<file path="src/design/buck_params.svh">
// Offsets, field positions, reset values and timing counts of the regulator
`ifndef BUCK_PARAMS_SVH
`define BUCK_PARAMS_SVH
`define CLK_HZ 20000000
`define OFS_SETPOINT_A 8'h00
`define OFS_SETPOINT_B 8'h01
`define OFS_CONTROL 8'h02
`define OFS_STATUS 8'h05
`define OFS_SWITCHING 8'h06
`define BIT_SW_ON 7
`define BIT_MODE 6
`define BIT_BLEED 7
`define CODE_MSB 5
`define RST_SETPOINT 8'hC2
`define RST_CONTROL 8'h00
`define LIMIT_RUN 16
`define RETRY_MS 1700
`define RETRY_CYCLES (`RETRY_MS * (`CLK_HZ / 1000))
`define SS_STEP_US 5
`define SS_STEP_CYCLES (`SS_STEP_US * (`CLK_HZ / 1000000))
`define PFM_LEAVE_RUN 4
`endif

</file>
<file path="src/design/buck_pkg.sv">
// Types shared by the regulator control modules
package buck_pkg;
	typedef enum logic [2:0] {
		ST_OFF = 3'b000,
		ST_SOFTSTART = 3'b001,
		ST_RUN = 3'b010,
		ST_RETRY = 3'b011
	} seq_state_t;
	typedef enum logic [1:0] {
		LM_PWM = 2'b00,
		LM_PFM = 2'b01
	} light_mode_t;
endpackage

</file>
<file path="src/design/buck_ctl_if.sv">
// Signals between the sequencer and its helper modules
`timescale 1ns/10ps
interface buck_ctl_if;
	logic [5:0] target;
	logic ramp_run;
	logic [5:0] ref_code;
	logic ramp_done;
	logic cycle_end;
	logic limit_hit;
	logic count_clear;
	logic trip;
	modport seq (output target, output ramp_run, input ref_code,
		input ramp_done, input trip, output count_clear, input cycle_end,
		input limit_hit);
	modport ramp (input target, input ramp_run, output ref_code,
		output ramp_done);
	modport limit (input cycle_end, input limit_hit, input count_clear,
		output trip);
endinterface

</file>
<file path="src/design/softstart_ramp.sv">
// Reference ramp that walks toward the selected setpoint code
`timescale 1ns/10ps
`include "buck_params.svh"
module softstart_ramp (
	input wire logic clk_i,
	input wire logic nrst_i,
	buck_ctl_if.ramp ctl
);
	typedef struct packed {
		logic [5:0] code;
		logic [15:0] tick;
		logic done;
	} ramp_st_t;
	localparam logic [15:0] STEP = 16'(`SS_STEP_CYCLES - 1);
	ramp_st_t st, next_st;
	// Step the code one count per step period, never jump
	always_comb begin
		next_st = st;
		if (!ctl.ramp_run) begin
			next_st = '0;
		end else if (st.code == ctl.target) begin
			next_st.done = 1'b1;
		end else if (st.tick == STEP) begin
			next_st.tick = '0;
			next_st.code = (st.code < ctl.target) ? st.code + 6'd1 :
				st.code - 6'd1;
		end else begin
			next_st.tick = st.tick + 16'd1;
		end
	end
	always_ff @(posedge clk_i or negedge nrst_i) begin
		if (!nrst_i) begin
			st <= '0;
		end else begin
			st <= next_st;
		end
	end
	assign ctl.ref_code = st.code;
	assign ctl.ramp_done = st.done;
endmodule

</file>
<file path="src/design/limit_counter.sv">
// Counts consecutive switching cycles that end in current limit
`timescale 1ns/10ps
`include "buck_params.svh"
module limit_counter #(
	parameter int RUN = `LIMIT_RUN
) (
	input wire logic clk_i,
	input wire logic nrst_i,
	buck_ctl_if.limit ctl
);
	typedef struct packed {
		logic [4:0] count;
		logic trip;
	} lim_st_t;
	lim_st_t st, next_st;
	// Trip pulses once the run reaches the threshold
	always_comb begin
		next_st = st;
		next_st.trip = 1'b0;
		if (ctl.count_clear) begin
			next_st.count = '0;
		end else if (ctl.cycle_end) begin
			if (!ctl.limit_hit) begin
				next_st.count = '0;
			end else if (st.count == 5'(RUN - 1)) begin
				next_st.count = '0;
				next_st.trip = 1'b1;
			end else begin
				next_st.count = st.count + 5'd1;
			end
		end
	end
	always_ff @(posedge clk_i or negedge nrst_i) begin
		if (!nrst_i) begin
			st <= '0;
		end else begin
			st <= next_st;
		end
	end
	assign ctl.trip = st.trip;
endmodule

</file>
<file path="src/design/buck_enable_softstart_control.sv">
// Enable, soft-start, discharge, restart and mode control of the regulator
`timescale 1ns/10ps
`include "buck_params.svh"
module buck_enable_softstart_control #(
	parameter int RETRY_CYCLES = `RETRY_CYCLES
) (
	input wire logic clk_i,
	input wire logic nrst_i,
	input wire logic hardware_on_pin_i,
	input wire logic setpoint_select_pin_i,
	input wire logic cycle_end_i,
	input wire logic limit_hit_i,
	input wire logic light_load_i,
	input wire logic [7:0] avs_address_i,
	input wire logic avs_read_i,
	input wire logic avs_write_i,
	input wire logic [31:0] avs_writedata_i,
	output logic [31:0] avs_readdata_o,
	output logic avs_waitrequest_o,
	output logic regulator_on_o,
	output logic switch_enable_o,
	output logic sync_rect_enable_o,
	output logic pfm_mode_o,
	output logic bleed_on_o,
	output logic power_good_o,
	output logic [5:0] ref_code_o
);
	typedef struct packed {
		logic [2:0] en_sync;
		logic [2:0] sel_sync;
		logic en_q;
		logic sel_q;
		logic [7:0] setpoint_a;
		logic [7:0] setpoint_b;
		logic [7:0] control;
		logic ack;
		logic [31:0] rdata;
		buck_pkg::seq_state_t state;
		logic [31:0] wait_cnt;
		buck_pkg::light_mode_t lmode;
		logic [2:0] heavy_run;
		logic on;
		logic sw_en;
		logic sr_en;
		logic pfm;
		logic bleed;
		logic pgood;
		logic [5:0] ref_code;
	} ctl_st_t;
	ctl_st_t st, next_st;
	buck_ctl_if ctl();
	logic [7:0] sel_reg;
	logic want_on;
	logic bus_req;

	softstart_ramp u_ramp (
		.clk_i(clk_i),
		.nrst_i(nrst_i),
		.ctl(ctl)
	);

	limit_counter #(
		.RUN(`LIMIT_RUN)
	) u_limit (
		.clk_i(clk_i),
		.nrst_i(nrst_i),
		.ctl(ctl)
	);

	// Selected setpoint register and the combined enable
	assign sel_reg = st.sel_q ? st.setpoint_b : st.setpoint_a;
	assign want_on = st.en_q && sel_reg[`BIT_SW_ON];
	assign bus_req = avs_read_i || avs_write_i;

	// True while the power stage may switch: soft-start or run
	function automatic logic is_live(input buck_pkg::seq_state_t s);
		return (s == buck_pkg::ST_SOFTSTART) || (s == buck_pkg::ST_RUN);
	endfunction

	// Helper module hookups
	assign ctl.target = sel_reg[`CODE_MSB:0];
	assign ctl.ramp_run = is_live(st.state);
	assign ctl.cycle_end = cycle_end_i && st.sw_en;
	assign ctl.limit_hit = limit_hit_i;
	// Counter starts fresh on shutdown and on every restart attempt
	assign ctl.count_clear = !is_live(st.state);

	// Read mux for one register offset
	function automatic logic [31:0] read_word(input logic [7:0] adr,
		input ctl_st_t s);
		logic [31:0] w;
		w = 32'h0000_0000;
		case (adr)
			`OFS_SETPOINT_A: begin
				w = {24'h00_0000, s.setpoint_a};
			end
			`OFS_SETPOINT_B: begin
				w = {24'h00_0000, s.setpoint_b};
			end
			`OFS_CONTROL: begin
				// Only the bleed bit is kept; the rest read zero
				w = {24'h00_0000, s.control[7], 7'h00};
			end
			`OFS_STATUS: begin
				w = {24'h00_0000, s.pgood, 7'h00};
			end
			`OFS_SWITCHING: begin
				w = {28'h000_0000, s.on, s.sw_en, s.sr_en, s.pfm};
			end
			default: begin
				w = 32'h0000_0000;
			end
		endcase
		return w;
	endfunction

	// Pin filter: a new level counts once the last two stages agree
	function automatic logic filt(input logic [2:0] stage,
		input logic q);
		logic v;
		v = q;
		if (stage[2] == stage[1]) begin
			v = stage[2];
		end
		return v;
	endfunction

	// Register write of one byte; unmapped offsets are dropped
	function automatic ctl_st_t write_reg(input ctl_st_t s,
		input logic [7:0] adr, input logic [7:0] v);
		ctl_st_t r;
		r = s;
		case (adr)
			`OFS_SETPOINT_A: begin
				r.setpoint_a = v;
			end
			`OFS_SETPOINT_B: begin
				r.setpoint_b = v;
			end
			`OFS_CONTROL: begin
				r.control = {v[`BIT_BLEED], 7'h00};
			end
			default: begin
				r = s;
			end
		endcase
		return r;
	endfunction

	// Cycles spent off after a limit trip, counted down to zero
	function automatic logic [31:0] retry_load();
		return 32'(RETRY_CYCLES - 1);
	endfunction

	// Sequencer step: decisions on the current state, result on n
	function automatic ctl_st_t seq_step(input ctl_st_t s,
		input ctl_st_t n, input logic want, input logic trip,
		input logic done);
		ctl_st_t r;
		r = n;
		case (s.state)
			buck_pkg::ST_OFF: begin
				if (want) begin
					r.state = buck_pkg::ST_SOFTSTART;
				end
			end
			buck_pkg::ST_SOFTSTART: begin
				if (!want) begin
					r.state = buck_pkg::ST_OFF;
				end else if (trip) begin
					r.state = buck_pkg::ST_RETRY;
					r.wait_cnt = retry_load();
				end else if (done) begin
					r.state = buck_pkg::ST_RUN;
				end
			end
			buck_pkg::ST_RUN: begin
				if (!want) begin
					r.state = buck_pkg::ST_OFF;
				end else if (trip) begin
					r.state = buck_pkg::ST_RETRY;
					r.wait_cnt = retry_load();
				end
			end
			buck_pkg::ST_RETRY: begin
				// Switch node stays tri-stated for the whole wait
				if (!want) begin
					r.state = buck_pkg::ST_OFF;
				end else if (s.wait_cnt == 32'h0000_0000) begin
					r.state = buck_pkg::ST_SOFTSTART;
				end else begin
					r.wait_cnt = s.wait_cnt - 32'h0000_0001;
				end
			end
			default: begin
				r.state = buck_pkg::ST_OFF;
			end
		endcase
		return r;
	endfunction

	// Light-load mode: enter at once, leave after heavy cycles
	function automatic ctl_st_t mode_step(input ctl_st_t s,
		input ctl_st_t n, input logic forced, input logic light);
		ctl_st_t r;
		r = n;
		if (forced) begin
			r.lmode = buck_pkg::LM_PWM;
			r.heavy_run = '0;
		end else if (s.lmode == buck_pkg::LM_PWM) begin
			if (light) begin
				r.lmode = buck_pkg::LM_PFM;
			end
		end else if (!light) begin
			if (s.heavy_run == 3'(`PFM_LEAVE_RUN - 1)) begin
				r.lmode = buck_pkg::LM_PWM;
				r.heavy_run = '0;
			end else begin
				r.heavy_run = s.heavy_run + 3'd1;
			end
		end else begin
			// A light cycle breaks the heavy run
			r.heavy_run = '0;
		end
		return r;
	endfunction

	// Enable pin low: defaults back, every output halted except bleed
	function automatic ctl_st_t shutdown_wipe(input ctl_st_t n);
		ctl_st_t r;
		r = n;
		r.setpoint_a = `RST_SETPOINT;
		r.setpoint_b = `RST_SETPOINT;
		r.control = `RST_CONTROL;
		r.state = buck_pkg::ST_OFF;
		r.lmode = buck_pkg::LM_PWM;
		r.heavy_run = '0;
		r.on = 1'b0;
		r.sw_en = 1'b0;
		r.sr_en = 1'b0;
		r.pfm = 1'b0;
		r.pgood = 1'b0;
		r.ref_code = 6'h00;
		return r;
	endfunction

	// Next state of the whole controller
	always_comb begin
		next_st = st;
		// Pins are asynchronous: three stages before use
		next_st.en_sync = {st.en_sync[1:0], hardware_on_pin_i};
		next_st.sel_sync = {st.sel_sync[1:0], setpoint_select_pin_i};
		next_st.en_q = filt(st.en_sync, st.en_q);
		next_st.sel_q = filt(st.sel_sync, st.sel_q);
		// Slave answers one cycle after a request; a back-to-back request waits one more cycle
		next_st.ack = 1'b0;
		if (bus_req && !st.ack && st.en_q) begin
			next_st.ack = 1'b1;
			next_st.rdata = read_word(avs_address_i, st);
			if (avs_write_i) begin
				next_st = write_reg(next_st, avs_address_i,
					avs_writedata_i[7:0]);
			end
		end else if (bus_req && !st.en_q) begin
			// Refused access still completes so the master never hangs
			next_st.ack = !st.ack;
			next_st.rdata = 32'h0000_0000;
		end
		// Power sequencing
		next_st = seq_step(st, next_st, want_on, ctl.trip,
			ctl.ramp_done);
		// Light-load mode selection, forced off outside run
		next_st = mode_step(st, next_st,
			sel_reg[`BIT_MODE] || (st.state != buck_pkg::ST_RUN),
			light_load_i);
		// Registered outputs
		next_st.on = is_live(next_st.state);
		next_st.sw_en = next_st.on;
		next_st.sr_en = next_st.state == buck_pkg::ST_RUN;
		next_st.pfm = next_st.lmode == buck_pkg::LM_PFM;
		next_st.bleed = st.control[`BIT_BLEED] && !want_on;
		next_st.pgood = next_st.state == buck_pkg::ST_RUN;
		next_st.ref_code = next_st.on ? ctl.ref_code : 6'h00;
		// Low enable pin wipes all settings and halts the power outputs; bleed is not cleared here
		if (!st.en_q) begin
			next_st = shutdown_wipe(next_st);
		end
	end

	// State register
	always_ff @(posedge clk_i or negedge nrst_i) begin
		if (!nrst_i) begin
			st <= '0;
			st.setpoint_a <= `RST_SETPOINT;
			st.setpoint_b <= `RST_SETPOINT;
			st.control <= `RST_CONTROL;
			st.state <= buck_pkg::ST_OFF;
			st.lmode <= buck_pkg::LM_PWM;
		end else begin
			st <= next_st;
		end
	end

	// Outputs straight from flip-flops
	assign avs_readdata_o = st.rdata;
	assign avs_waitrequest_o = !st.ack;
	assign regulator_on_o = st.on;
	assign switch_enable_o = st.sw_en;
	assign sync_rect_enable_o = st.sr_en;
	assign pfm_mode_o = st.pfm;
	assign bleed_on_o = st.bleed;
	assign power_good_o = st.pgood;
	assign ref_code_o = st.ref_code;
endmodule

</file>
<file path="config.mk">
export PLATFORM = sky130hd
export DESIGN_NAME = buck_enable_softstart_control
export DESIGN_NICKNAME = d
export VERILOG_FILES = /design/src/design/buck_pkg.sv /design/src/design/buck_ctl_if.sv /design/src/design/softstart_ramp.sv /design/src/design/limit_counter.sv /design/src/design/buck_enable_softstart_control.sv
export VERILOG_INCLUDE_DIRS = /design/src /design/src/design
export SDC_FILE = /design/constraint.sdc
export NUM_CORES = 1
export LEC_CHECK = 0
export ABC_AREA = 1
export BUFFER_PORTS_ARGS = -buffer_cell sky130_fd_sc_hd__buf_2
export CAP_MARGIN = 20
export CORE_MARGIN = 8
export CORE_UTILIZATION = 55
export DETAILED_ROUTE_END_ITERATION = 8
export PLACE_DENSITY_LB_ADDON = 0.05
export SYNTH_ARGS = -nofsm -noshare
export SYNTH_HDL_FRONTEND = slang
export SYNTH_SLANG_ARGS = --single-unit
</file>
<file path="constraint.sdc">
create_clock -name clk_i -period 5.7 [get_ports clk_i]
set_input_delay 1.71 -clock clk_i [delete_from_list [all_inputs] [get_ports clk_i]]
set_output_delay 1.71 -clock clk_i [all_outputs]
set_load 0.02 [all_outputs]
</file>
# Word level (Yosys, flattened, before mapping)
# Cells that the tools add are included.
# word_totals
ff_bits	146
word_cells	130
# op_classes
eq_ne	27
add_sub_neg	6
n_reduce_logical	21
muxes	50
order_cmp	1
# ops
operator	n
$mux W109	2
$mux W32	5
$pmux W32 S3	1
$mux W33	2
$mux W52	1
$pmux W8 S5	1
$mux W35	1
$logic_not A32 Y1	1
$mux W8	4
$sub A32 B1 Y32 const B	1
$mux W3	10
$mux W24	1
$mux W6	4
$mux W23	1
$mux W22	1
$mux W5	4
$add A16 B1 Y16 const B	1
$eq A16 B7 Y1 const B	1
$eq A8 B3 Y1 const B	2
$mux W16	1
$eq A3 B2 Y1 const B	4
$pmux W3 S4	1
$ne A2 B2 Y1 const B	5
$reduce_and A3 Y1	3
other kinds (24)	47

# Logic depth before layout (Yosys ltp)
# Gate-level depths: netlist of run 1.
# depth
word_depth	12
depth_mapped	17
mapped_depth_nobuf	16

# Cells and area by module
# A second synthesis of run 1 with hierarchy kept.
# unflattened
hier_cells	947
area_unflattened_um2	6982.9
# modules_own_cells
mod	seq_area_each_um2	n_inst	cells_per_inst	area_each_um2
buck_enable_softstart_control	2109.5	1	682	5004.8
softstart_ramp	575.6	1	230	1674.1
limit_counter	150.1	1	35	304.0

# Worst setup path after synthesis of run 1
# No wires, ideal clock.
# synth_timing
path_type	input port to flip-flop
from	in avs_address_i[5]
to	reg st[102] (netlist bit)
n_path_buf	0
setup_time_ps	73
path_slack_ps	2919
path_stages	9
arrival_ps	2708
path_cell_list	nor2_1 -> nand2_1 -> nor2_2 -> nand3_1 -> inv_1 -> nand2_1 -> nand2_2 -> nor2_1 -> a21oi_1
# synth_via
elab_chain_cells	3
# synth_rtl
item	line	source
start, declared	buck_enable_softstart_control.sv:14	input wire logic [7:0] avs_address_i,
$logic_not A8 Y1	buck_enable_softstart_control.sv:133	case (adr)
$ne A2 B1 Y1 (no line)	-	
$reduce_and A3 Y1 (no line)	-	
end signal, assigned	buck_enable_softstart_control.sv:300	st <= next_st;
end, declared	buck_enable_softstart_control.sv:50	ctl_st_t st, next_st;
# Every way passes these cells.
# A chain may end at the register's enable or synchronous reset.

# Worst setup path in the final report of run 1
# layout_timing
from	reg st[109] (netlist bit)
to	reg u_ramp.st, in the netlist u_ramp.ctl.ref_code[5]
# layout_via
elab_chain_cells	6
# layout_rtl
item	line	source
$mux W8 (*)	buck_enable_softstart_control.sv:71	assign sel_reg = st.sel_q ? st.setpoint_b : st.setpoint_a;
$lt A6 B6 Y1	softstart_ramp.sv:25	next_st.code = (st.code < ctl.target) ? st.code + 6'd1 :
$mux W6	softstart_ramp.sv:25	
$mux W6	softstart_ramp.sv:23	end else if (st.tick == STEP) begin
$mux W22	softstart_ramp.sv:21	end else if (st.code == ctl.target) begin
$mux W23	softstart_ramp.sv:19	if (!ctl.ramp_run) begin
end signal, assigned	softstart_ramp.sv:35	st <= next_st;
end, declared	softstart_ramp.sv:15	ramp_st_t st, next_st;
# Mark *: on every way between the ends. The rest lies on a longest branch, timed or not. The select of a mux whose other input is x is not followed.

==> metrics.md, run 1 <==
| Metric | Value |
|---|---|
| Outcome | `completed` |
| Post-Syn Area | `6775 sq um` |
| Final Hold Vio Count | `0` |
| Die Width | `127.0 um` |
| Yosys top cell by area | `dfrtp_1` |
| CTS Hold Bufs | `0` |
| RSZ-0062 raised after global routing | `false` |
| Die height | `127.0 um` |
| Setup TNS | `0 ns` |
| Maximum clock rate | `0.3380 GHz` |
| Required time of the critical path | `6.00 ns` |
| Tightest Pin Transition | `0.9145 ns` |
| Root Buffer | `clkbuf_16` |
| Pin count of the biggest net entering global routing | `55` |
| Initial antenna violation count | `0` |
| Adder-cell share of the synthesized area | `0.03361` |
| Synth Area in XOR/XNOR | `0.02973` |
| Peak VDD IR | `0.0001971 V` |
| Synth top area share | `0.3952` |
| R2R depth | `13` |
| Sequential-to-total area share from yosys stat | `0.4185` |
| Initial Util | `0.5641` |
| Initial DRC count | `434` |
| Setup-failing EPs final | `0` |
| PD cells | `307.5 nW/um^2` |
| Routed wire length | `15360 um` |
| Layout area overhead | `10.75%` |
| Leak Pwr | `3.673 nW` |
| Post-CTS Setup Inserts | `0` |
| Count leader, synth | `nand2_1` |
| Gp weighted congestion | `0.8859` |
| Netlist cell types | `50` |
| Clock transition at path regs | `0.05 ns` |
| Mapped Cells | `898` |
| Clk_skew | `0.006067 ns` |
| Worst min-delay path class | `reg -> reg` |
| Final Util | `0.6247` |
| Vias after detailed routing | `5800` |
| Die ar. | `16130 sq um` |
| Compound-Gate Fraction of Synth Area | `0.1003` |
| Clock sink count | `113` |
| Skew-Pair Late Insertion Delay | `0.41 ns` |
| Largest family of logic cells by synthesized area | `simple AND/OR/NAND/NOR gates` |
| CTS tree | `done` |
| Final non-filler cell area | `7503 sq um` |
| Buffers on Ports | `45` |
| Post-synth EDFFs | `0` |
| Multiplexer share of the synthesized area | `0` |
| First-pass iteration count of the detailed router | `5` |
| Total gr overflow | `0` |
| Cell Area, Placed | `6899 sq um` |
| Ant. Diodes | `0` |
| Main synth FF type | `dfrtp_1` |
| Max Buffers Root-to-Sink | `2` |
| Slew Limit Headroom | `0.3856` |
| Vias/cell | `5.297` |
| Tcrit/Tclk final | `0.5190` |
| FFs w/ async S/R, synth | `1.000` |
| Critical path class | `reg -> reg` |
| ANT nets after route | `0` |
| Arr. time, crit path | `3.26 ns` |
| Layout Nets | `1000` |
| Synth top cells by count | `nand2_1, nor2_1, dfrtp_1` |
| Core box area | `12010 sq um` |
| Row cnt | `40` |
| Global-route wire length before repair | `26760 um` |
| Mapped Avg Cell Area | `7.545 sq um` |
| Gates resized, CTS repair | `0` |
| Critical path startpoint category | `flop` |
| # DRC | `0` |
| Vias in the first global route | `5903` |
| Flops & latches, synth | `113` |
| # IOs | `94` |
| Ys Warns | `0` |
| DP HPWL | `11200 um` |
| Layout cell share with drive strength beyond 1 | `0.1276` |
| Hold path cells | `0` |
| Max_cap viols | `0` |
| Top cells by area, synth | `dfrtp_1, nand2_1, nor2_1` |
| Final Slew Violations | `0` |
| TritonCTS Buffers | `17` |
| Min Tclk post-route | `2.958 ns` |
| Total GRT Usage | `0.2027` |
| Largest fanout on the critical path | `17` |
| Post-synthesis simple-gate area fraction | `0.2994` |
| Htree depth | `4` |
| DR WL/cell | `14.02 um` |
| Critical path endpoint category | `flop` |
per-stage QoR:
stage / hold slack, ns / total power [mW] / worst slack (ns) / std cells
finish: 0.3527 / 2.307 / 2.742 / 1095
global route: 0.3661 / 2.419 / 2.369 / 1095
CTS: 0.3552 / 2.328 / 2.733 / 1095
detailed placement: 0.3426 / 1.248 / 2.405 / 1063
global placement: 0.3387 / 1.240 / 2.491 / 1063
floorplan: 0.3312 / 1.173 / 2.919 / 922
critical path, cell delays in order, from the launching register on:
cell and delay [ns]:
dfrtp_1 0.66, o21ai_0 0.21, ha_1 0.33, nand2_1 0.06, nor2_1 0.26, nand2_1 0.09
nand3_1 0.23, ha_1 0.33, a21oi_1 0.19, or2_2 0.13, nand3_1 0.07, nand3b_1 0.17
nand3b_1 0.09, nand2_1 0.05
per-layer routing:
metal	vias to the layer above	part of all wire	GRT usage
li1	2897	-	-
met1	2740	0.44	0.2402
met2	145	0.50	0.3495
met3	18	0.046	0.05366
met4	0	0.010	0.06788
met5	-	0	0
cell families after synthesis:
| family | Yosys count |
|---|---|
| AO/OA/AOI/OAI | 118 |
| XOR/XNOR | 23 |
| adder cells (fa/ha/maj) | 18 |
| buffers and inverters | 160 |
| flip-flops | 113 |
| other | 1 |
| AND/OR/NAND/NOR | 465 |
layout make-up:
cell class	count	area [sq um]
timing repair buffer	47	242.7
clock buffer	19	442.9
clock inverter	13	161.4
fill	1112	4508
inverter	107	406.6
tap	147	183.9
sequential	113	2835
multi-input combinational	649	3231
final timing paths:
kind / from / to / slack (ns)
max in group asynchronous: nrst_i / st[102] / 3.44
min in group asynchronous: nrst_i / st[48] / 1.34
min reg2reg: st[114] / st[115] / 0.35
max reg2reg: st[109] / u_ramp.ctl.ref_code[5] / 2.74
max: st[109] / u_ramp.ctl.ref_code[5] / 2.74
min: st[114] / st[115] / 0.35
power breakdown:
part           internal (mW)  switching [mW]
Sequential             0.860          0.0528
Combinational          0.100           0.225
Clock                  0.697           0.372
cell usage in the layout (no fill, tap or decap), drive strengths merged, types with 5 or more instances in the layout:
cell,Yosys,routed
xor2,18,18
nand3,64,64
a21oi,34,34
clkinv,0,5
dfrtp,107,107
dfstp,6,6
o21ai,61,61
nand2,232,232
o22ai,7,7
buf,50,47
inv,107,108
nor2,131,131
o211ai,6,6
ha,15,15
xnor2,5,5
conb,1,25
clkbuf,3,19
nand4,15,15
nor3,12,12
state kept, by name, summed over array words and instances (netlist names), 5 cells and up:
register / flops
u_ramp.st: 16
ref_code_o: 6
u_ramp.ctl.ref_code: 6
avs_readdata_o: 8
u_limit.st: 5
st: 66
No activity file was read; power rests on OpenSTA's default activity.
==> inputs of run 2 (changes only) <==
--- a/config.mk
+++ b/config.mk
@@ -10,7 +10,7 @@
 export BUFFER_PORTS_ARGS = -buffer_cell sky130_fd_sc_hd__buf_2
 export CAP_MARGIN = 20
 export CORE_MARGIN = 8
-export CORE_UTILIZATION = 55
+export CORE_UTILIZATION = 53
 export DETAILED_ROUTE_END_ITERATION = 8
 export PLACE_DENSITY_LB_ADDON = 0.05
 export SYNTH_ARGS = -nofsm -noshare
==> constraint.sdc (replaced) <==
create_clock -name clk_i -period 2.4 [get_ports clk_i]
set_input_delay 0.72 -clock clk_i [delete_from_list [all_inputs] [get_ports clk_i]]
set_output_delay 0.72 -clock clk_i [all_outputs]
set_load 0.02 [all_outputs]
==> metrics.md, run 2 (synthesis results as in run 1) <==
| Metric | Value |
|---|---|
| Die ar. | `16660 sq um` |
| Largest fanout on the critical path | `7` |
| Pin count of the biggest net entering global routing | `43` |
| Total GRT Usage | `0.2038` |
| Fin cells | `1142` |
| Leak Pwr | `3.851 nW` |
| Final Hold Vio Count | `0` |
| RSZ-0062 raised after global routing | `true` |
| ANT nets after route | `0` |
| Grt met1 use | `0.2514` |
| GR Layer Usage met2 | `0.3461` |
| Total gr overflow | `0` |
| Initial DRC count | `452` |
| Most frequent cells in the layout | `nand2_1, nor2_1, dfrtp_1` |
| DP HPWL | `11860 um` |
| CTS tree | `done` |
| Max Buffers Root-to-Sink | `2` |
| Ant. Diodes | `0` |
| Global-route wire length before repair | `27110 um` |
| Number of fill cells | `1166` |
| Total Power | `5.982 mW` |
| Outcome | `complete, but fails checks` |
| First-pass iteration count of the detailed router | `5` |
| Setup TNS | `-0.1035 ns` |
| Tightest Pin Transition | `0.8746 ns` |
| Footprint of the multi-input gates | `3361 sq um` |
| Tcrit/Tclk final | `1.022` |
| Vias after detailed routing | `5850` |
| Largest register FFs | `66` |
| Layout Nets | `1022` |
| Root Buffer | `clkbuf_16` |
| Initial Util | `0.5391` |
| Vias/cell | `5.123` |
| Die Width | `129.1 um` |
| Maximum clock rate | `0.4076 GHz` |
| Failing checks | `setup timing` |
| Met3 Resource Use GR | `0.04519` |
| Gp weighted congestion | `0.9408` |
| Initial antenna violation count | `0` |
| Setup-failing EPs final | `2` |
| Skew-Pair Late Insertion Delay | `0.41 ns` |
| Routed wire length | `16210 um` |
| Row cnt | `41` |
| Layout area overhead | `17.32%` |
| Peak VDD IR | `0.0005119 V` |
| # DRC | `0` |
| Hold WS | `0.2194 ns` |
| Max_cap viols | `0` |
| Final worst slack | `-0.05336 ns` |
| Layout cell share with drive strength beyond 1 | `0.1732` |
| Layer with the highest usage | `met2` |
| Worst min-delay path class | `in -> async` |
| PD cells | `752.6 nW/um^2` |
| Final Slew Violations | `0` |
| Sequential standard cell area | `2836 sq um` |
| Core box area | `12570 sq um` |
| TritonCTS Buffers | `17` |
| # IOs | `94` |
| Htree depth | `4` |
| Slew Limit Headroom | `0.4156` |
| Min Tclk post-route | `2.453 ns` |
| Arr. time, crit path | `2.76 ns` |
| Critical path startpoint category | `flop` |
| DR WL/cell | `14.20 um` |
| Critical path endpoint category | `flop` |
| Critical path class | `reg -> reg` |
| Clk_skew | `0.007407 ns` |
| Pre-CTS worst setup slack | `-0.08884 ns` |
| Die height | `129.1 um` |
| Buffers on Ports | `45` |
| Top reg by flops | `st` |
| Most common cell after layout, fill and taps aside | `nand2_1` |
| Vias in the first global route | `5841` |
| Clock sink count | `113` |
| R2R depth | `15` |
| Placed instance count | `1104` |
| Required time of the critical path | `2.70 ns` |
| Clock transition at path regs | `0.06 ns` |
-- run 2: critical path: stages (launching register included) --
cell	delay (ns)
dfrtp_2	0.46
buf_6	0.16
nand2_1	0.05
o21ai_0	0.08
ha_1	0.29
nand2_2	0.09
o21bai_4	0.13
nand3_4	0.16
ha_1	0.34
nand2_2	0.09
nor2_1	0.05
nand2_1	0.06
nand3_2	0.08
nand3b_1	0.16
nand3b_1	0.09
nand2_1	0.05
-- run 2: stage by stage --
stage	util	area (sq um)
floorplan	-	6955
global placement	0.5688	7149
detailed placement	0.5688	7149
CTS	0.6282	7895
global route	0.6325	7949
finish	0.6325	7949
-- run 2: worst paths after layout --
kind                       startpoint                     end  slack, ns
setup reg to reg              st[109]  u_ramp.ctl.ref_code[5]      -0.05
setup / recovery              st[109]  u_ramp.ctl.ref_code[5]      -0.05
min in group clk_i            st[114]                 st[115]       0.35
hold reg to reg               st[114]                 st[115]       0.35
hold / removal                 nrst_i                  st[33]       0.22
max in group asynchronous      nrst_i                 st[102]       1.61
-- run 2: power by group --
| group | switching, mW | internal (mW) | total [mW] |
|---|---|---|---|
| combinational | 0.578 | 0.315 | 0.894 |
| clock | 0.938 | 1.99 | 2.93 |
| sequential | 0.118 | 2.04 | 2.16 |
-- run 2: layer usage --
layer  vias to the layer above  wire length, um
li1                       2946                -
met1                      2743             7155
met2                       139             8045
met3                        22              770
met4                         0              242
met5                         -                0
-- run 2: repair_timing --
item                                    in CTS  in global routing
gates resized for setup                     10                 14
setup buffers                                4                  2
endpoints found under the setup margin       3                  4
hold buffers                                 0                  0
pin swaps                                    7                  3
-- run 2: layout make-up --
type / instances / share of cell area
clock inverter: 14 / 0.03148
clock buffer: 18 / 0.05525
tap: 172 / 0.02707
inverter: 107 / 0.05116
multi-input combinational: 649 / 0.4228
sequential: 113 / 0.3568
timing repair buffer: 69 / 0.05541
==> inputs of run 3 (changes only) <==
--- a/config.mk
+++ b/config.mk
@@ -12,6 +12,7 @@
 export CORE_MARGIN = 8
 export CORE_UTILIZATION = 53
 export DETAILED_ROUTE_END_ITERATION = 8
+export GPL_TIMING_DRIVEN = 0
 export PLACE_DENSITY_LB_ADDON = 0.05
 export SYNTH_ARGS = -nofsm -noshare
 export SYNTH_HDL_FRONTEND = slang
==> constraint.sdc (replaced) <==
create_clock -name clk_i -period 2.4 [get_ports clk_i]
set_input_delay 0.48 -clock clk_i [delete_from_list [all_inputs] [get_ports clk_i]]
set_output_delay 0.48 -clock clk_i [all_outputs]
set_load 0.02 [all_outputs]
==> metrics.md, run 3 (synthesis results as in run 1) <==
| Metric | Value |
|---|---|
| Row cnt | `41` |
| Min Tclk post-route | `2.491 ns` |
| Final Slew Violations | `0` |
| Most common cell after layout, fill and taps aside | `nand2_1` |
| Largest register FFs | `66` |
| Arr. time, crit path | `2.80 ns` |
| Vias/cell | `5.066` |
| TritonCTS Buffers | `17` |
| Vias in the first global route | `5677` |
| Crit path cell chain | `clkbuf_16 -> nand2_4 -> o21ai_2 -> ha_1 -> nand2_2 -> o21bai_4 -> nand3_4 -> ha_4 -> a21oi_4 -> or2_4 -> nand3_2 -> nand3b_1 -> nand3b_1 -> nand2_1` |
| Pin count of the biggest net entering global routing | `58` |
| PD cells | `686.5 nW/um^2` |
| Slowest stage delay, CP | `0.46 ns` |
| Hold WS | `0.009593 ns` |
| ANT nets after route | `0` |
| Clock transition at path regs | `0.06 ns` |
| Core box area | `12570 sq um` |
| Switching Fraction | `0.3014` |
| Required time of the critical path | `2.71 ns` |
| Crit path max-delay family | `simple AND/OR/NAND/NOR gates` |
| Final Util | `0.6545` |
| Met3 Resource Use GR | `0.05012` |
| Layer with the highest usage | `met2` |
| Die ar. | `16660 sq um` |
| Total gr overflow | `0` |
| Worst min-delay path class | `in -> async` |
| Top cell by count, worst path | `nand3b_1` |
| Layout Nets | `1060` |
| Slew Limit Headroom | `0.4890` |
| Top reg by flops | `st` |
| RSZ-0062 raised after global routing | `true` |
| Worst path buffer plus inverter count | `1` |
| Clock sink count | `113` |
| Critical path class | `reg -> reg` |
| # IOs | `94` |
| Internal Power | `3.945 mW` |
| Htree depth | `4` |
| Placed instance count | `1140` |
| Ant. Diodes | `0` |
| Failing checks | `setup timing` |
| Final Hold Vio Count | `0` |
| CP max stage cell | `dfrtp_2` |
| Clk_skew | `0.008266 ns` |
| CTS Hold Bufs | `0` |
| Layout area overhead | `21.40%` |
| Number of fill cells | `1079` |
| Global-route wire length before repair | `27380 um` |
| Comb pwr share | `0.167` |
| Initial DRC count | `466` |
| Vias after detailed routing | `5978` |
| Largest fanout on the critical path | `6` |
| GR Layer Usage met2 | `0.3251` |
| Initial antenna violation count | `0` |
| Clock Power Share | `0.450` |
| Leak Pwr | `4.047 nW` |
| Most frequent cells in the layout | `nand2_1, nor2_1, dfrtp_1` |
| Grt met1 use | `0.2759` |
| P_sw | `1.702 mW` |
| Total GRT Usage | `0.2072` |
| Outcome | `complete, but fails checks` |
| Tightest Pin Transition | `0.7607 ns` |
| # DRC | `0` |
| Root Buffer | `clkbuf_16` |
| Total Power | `5.647 mW` |
| Routed wire length | `16360 um` |
| Maximum clock rate | `0.4015 GHz` |
| First-pass iteration count of the detailed router | `5` |
| Initial Util | `0.5391` |
| Critical path startpoint category | `flop` |
| Layout cell share with drive strength beyond 1 | `0.2073` |
| Reg power frac | `0.383` |
| CTS tree | `done` |
| Buffers on Ports | `45` |
| Fin cells | `1180` |
| DP HPWL | `11810 um` |
| Tcrit/Tclk final | `1.038` |
| Skew-Pair Late Insertion Delay | `0.42 ns` |
| Critical path endpoint category | `flop` |
| Peak VDD IR | `0.0006923 V` |
| Final worst slack | `-0.09077 ns` |
| DR WL/cell | `13.86 um` |
| Die Width | `129.1 um` |
| Setup-failing EPs final | `2` |
| Setup TNS | `-0.1239 ns` |
| Max_cap viols | `0` |
| Gp weighted congestion | `0.9224` |
| Max Buffers Root-to-Sink | `2` |
| Die height | `129.1 um` |
-- run 3: cell types whose count changed in the layout (fill, tap and decap cells not counted), moves of 3 or more --
cell,change
buf_4,+30
nand2_1,-5
bufinv_16,-4
inv_6,+4
buf_2,+3
ha_1,-3
ha_4,+3
inv_1,+3
inv_2,-3
nand2_4,+3
o21ai_0,-3
-- run 3: power by group through the flow --
stage | Clock (mW) | Combinational (mW) | Sequential, mW
final | 2.54 | 0.943 | 2.16
after global routing | 2.68 | 1.08 | 2.18
after CTS | 2.58 | 0.912 | 2.15
after detailed placement | 0 | 0.864 | 2.19
after global placement | 0 | 0.849 | 2.18
after floorplan | 0 | 0.659 | 2.15
-- run 3: area by class of cell --
type / count / area, sq um / share of cell area
well taps: 172 / 215.2 / 0.02616
inverters: 107 / 406.6 / 0.04944
multi-input cells: 649 / 3425 / 0.4163
repair buffers: 55 / 334.1 / 0.04061
clock buffers: 17 / 425.4 / 0.05172
clock inverters: 15 / 173.9 / 0.02114
flip-flops and latches: 113 / 2836 / 0.3448
plain buffers: 52 / 409.1 / 0.04974
-- run 3: through the flow --
stage                     area [sq um]  setup slack [ns]
after CTS                         8137          -0.06986
after global routing              8225           -0.1712
after floorplan                   6955          -0.02302
final                             8225          -0.09077
after global placement            7396           -0.5368
after detailed placement          7430           -0.2337
-- run 3: final timing paths --
kind / start / endpoint / slack [ns] / depth (start not counted)
min reg2reg: st[111] / st[112] / 0.35 / 0
max in group asynchronous: nrst_i / st[94] / 1.68 / 2
max: st[109] / u_ramp.ctl.ref_code[5] / -0.09 / 14
min in group clk_i: hardware_on_pin_i / st[114] / 0.16 / 1
max reg2reg: st[109] / u_ramp.ctl.ref_code[5] / -0.09 / 14
min: nrst_i / st[48] / 0.01 / 1
-- run 3: worst reg2reg max path, delay by kind of cell (launching register included) --
kind / cells / cell delay (ns)
buffers and inverters: 1 / 0.18
flip-flops: 1 / 0.46
AO/OA/AOI/OAI: 3 / 0.32
adder cells (fa/ha/maj): 2 / 0.61
AND/OR/NAND/NOR: 8 / 0.78
-- run 3: metal layers --
layer / vias to the layer above / wire length (um)
met5: - / 0
met4: 0 / 272
met3: 25 / 772
met2: 142 / 7972
met1: 2807 / 7339
li1: 3004 / -
-- run 3: what timing repair did --
| action | 4_1_cts | 5_1_grt |
|---|---|---|
| endpoints found under the setup margin | 5 | 8 |
| setup buffers | 7 | 1 |
| resized for setup | 15 | 19 |
| gates cloned | 1 | 0 |
| pin swaps | 16 | 16 |
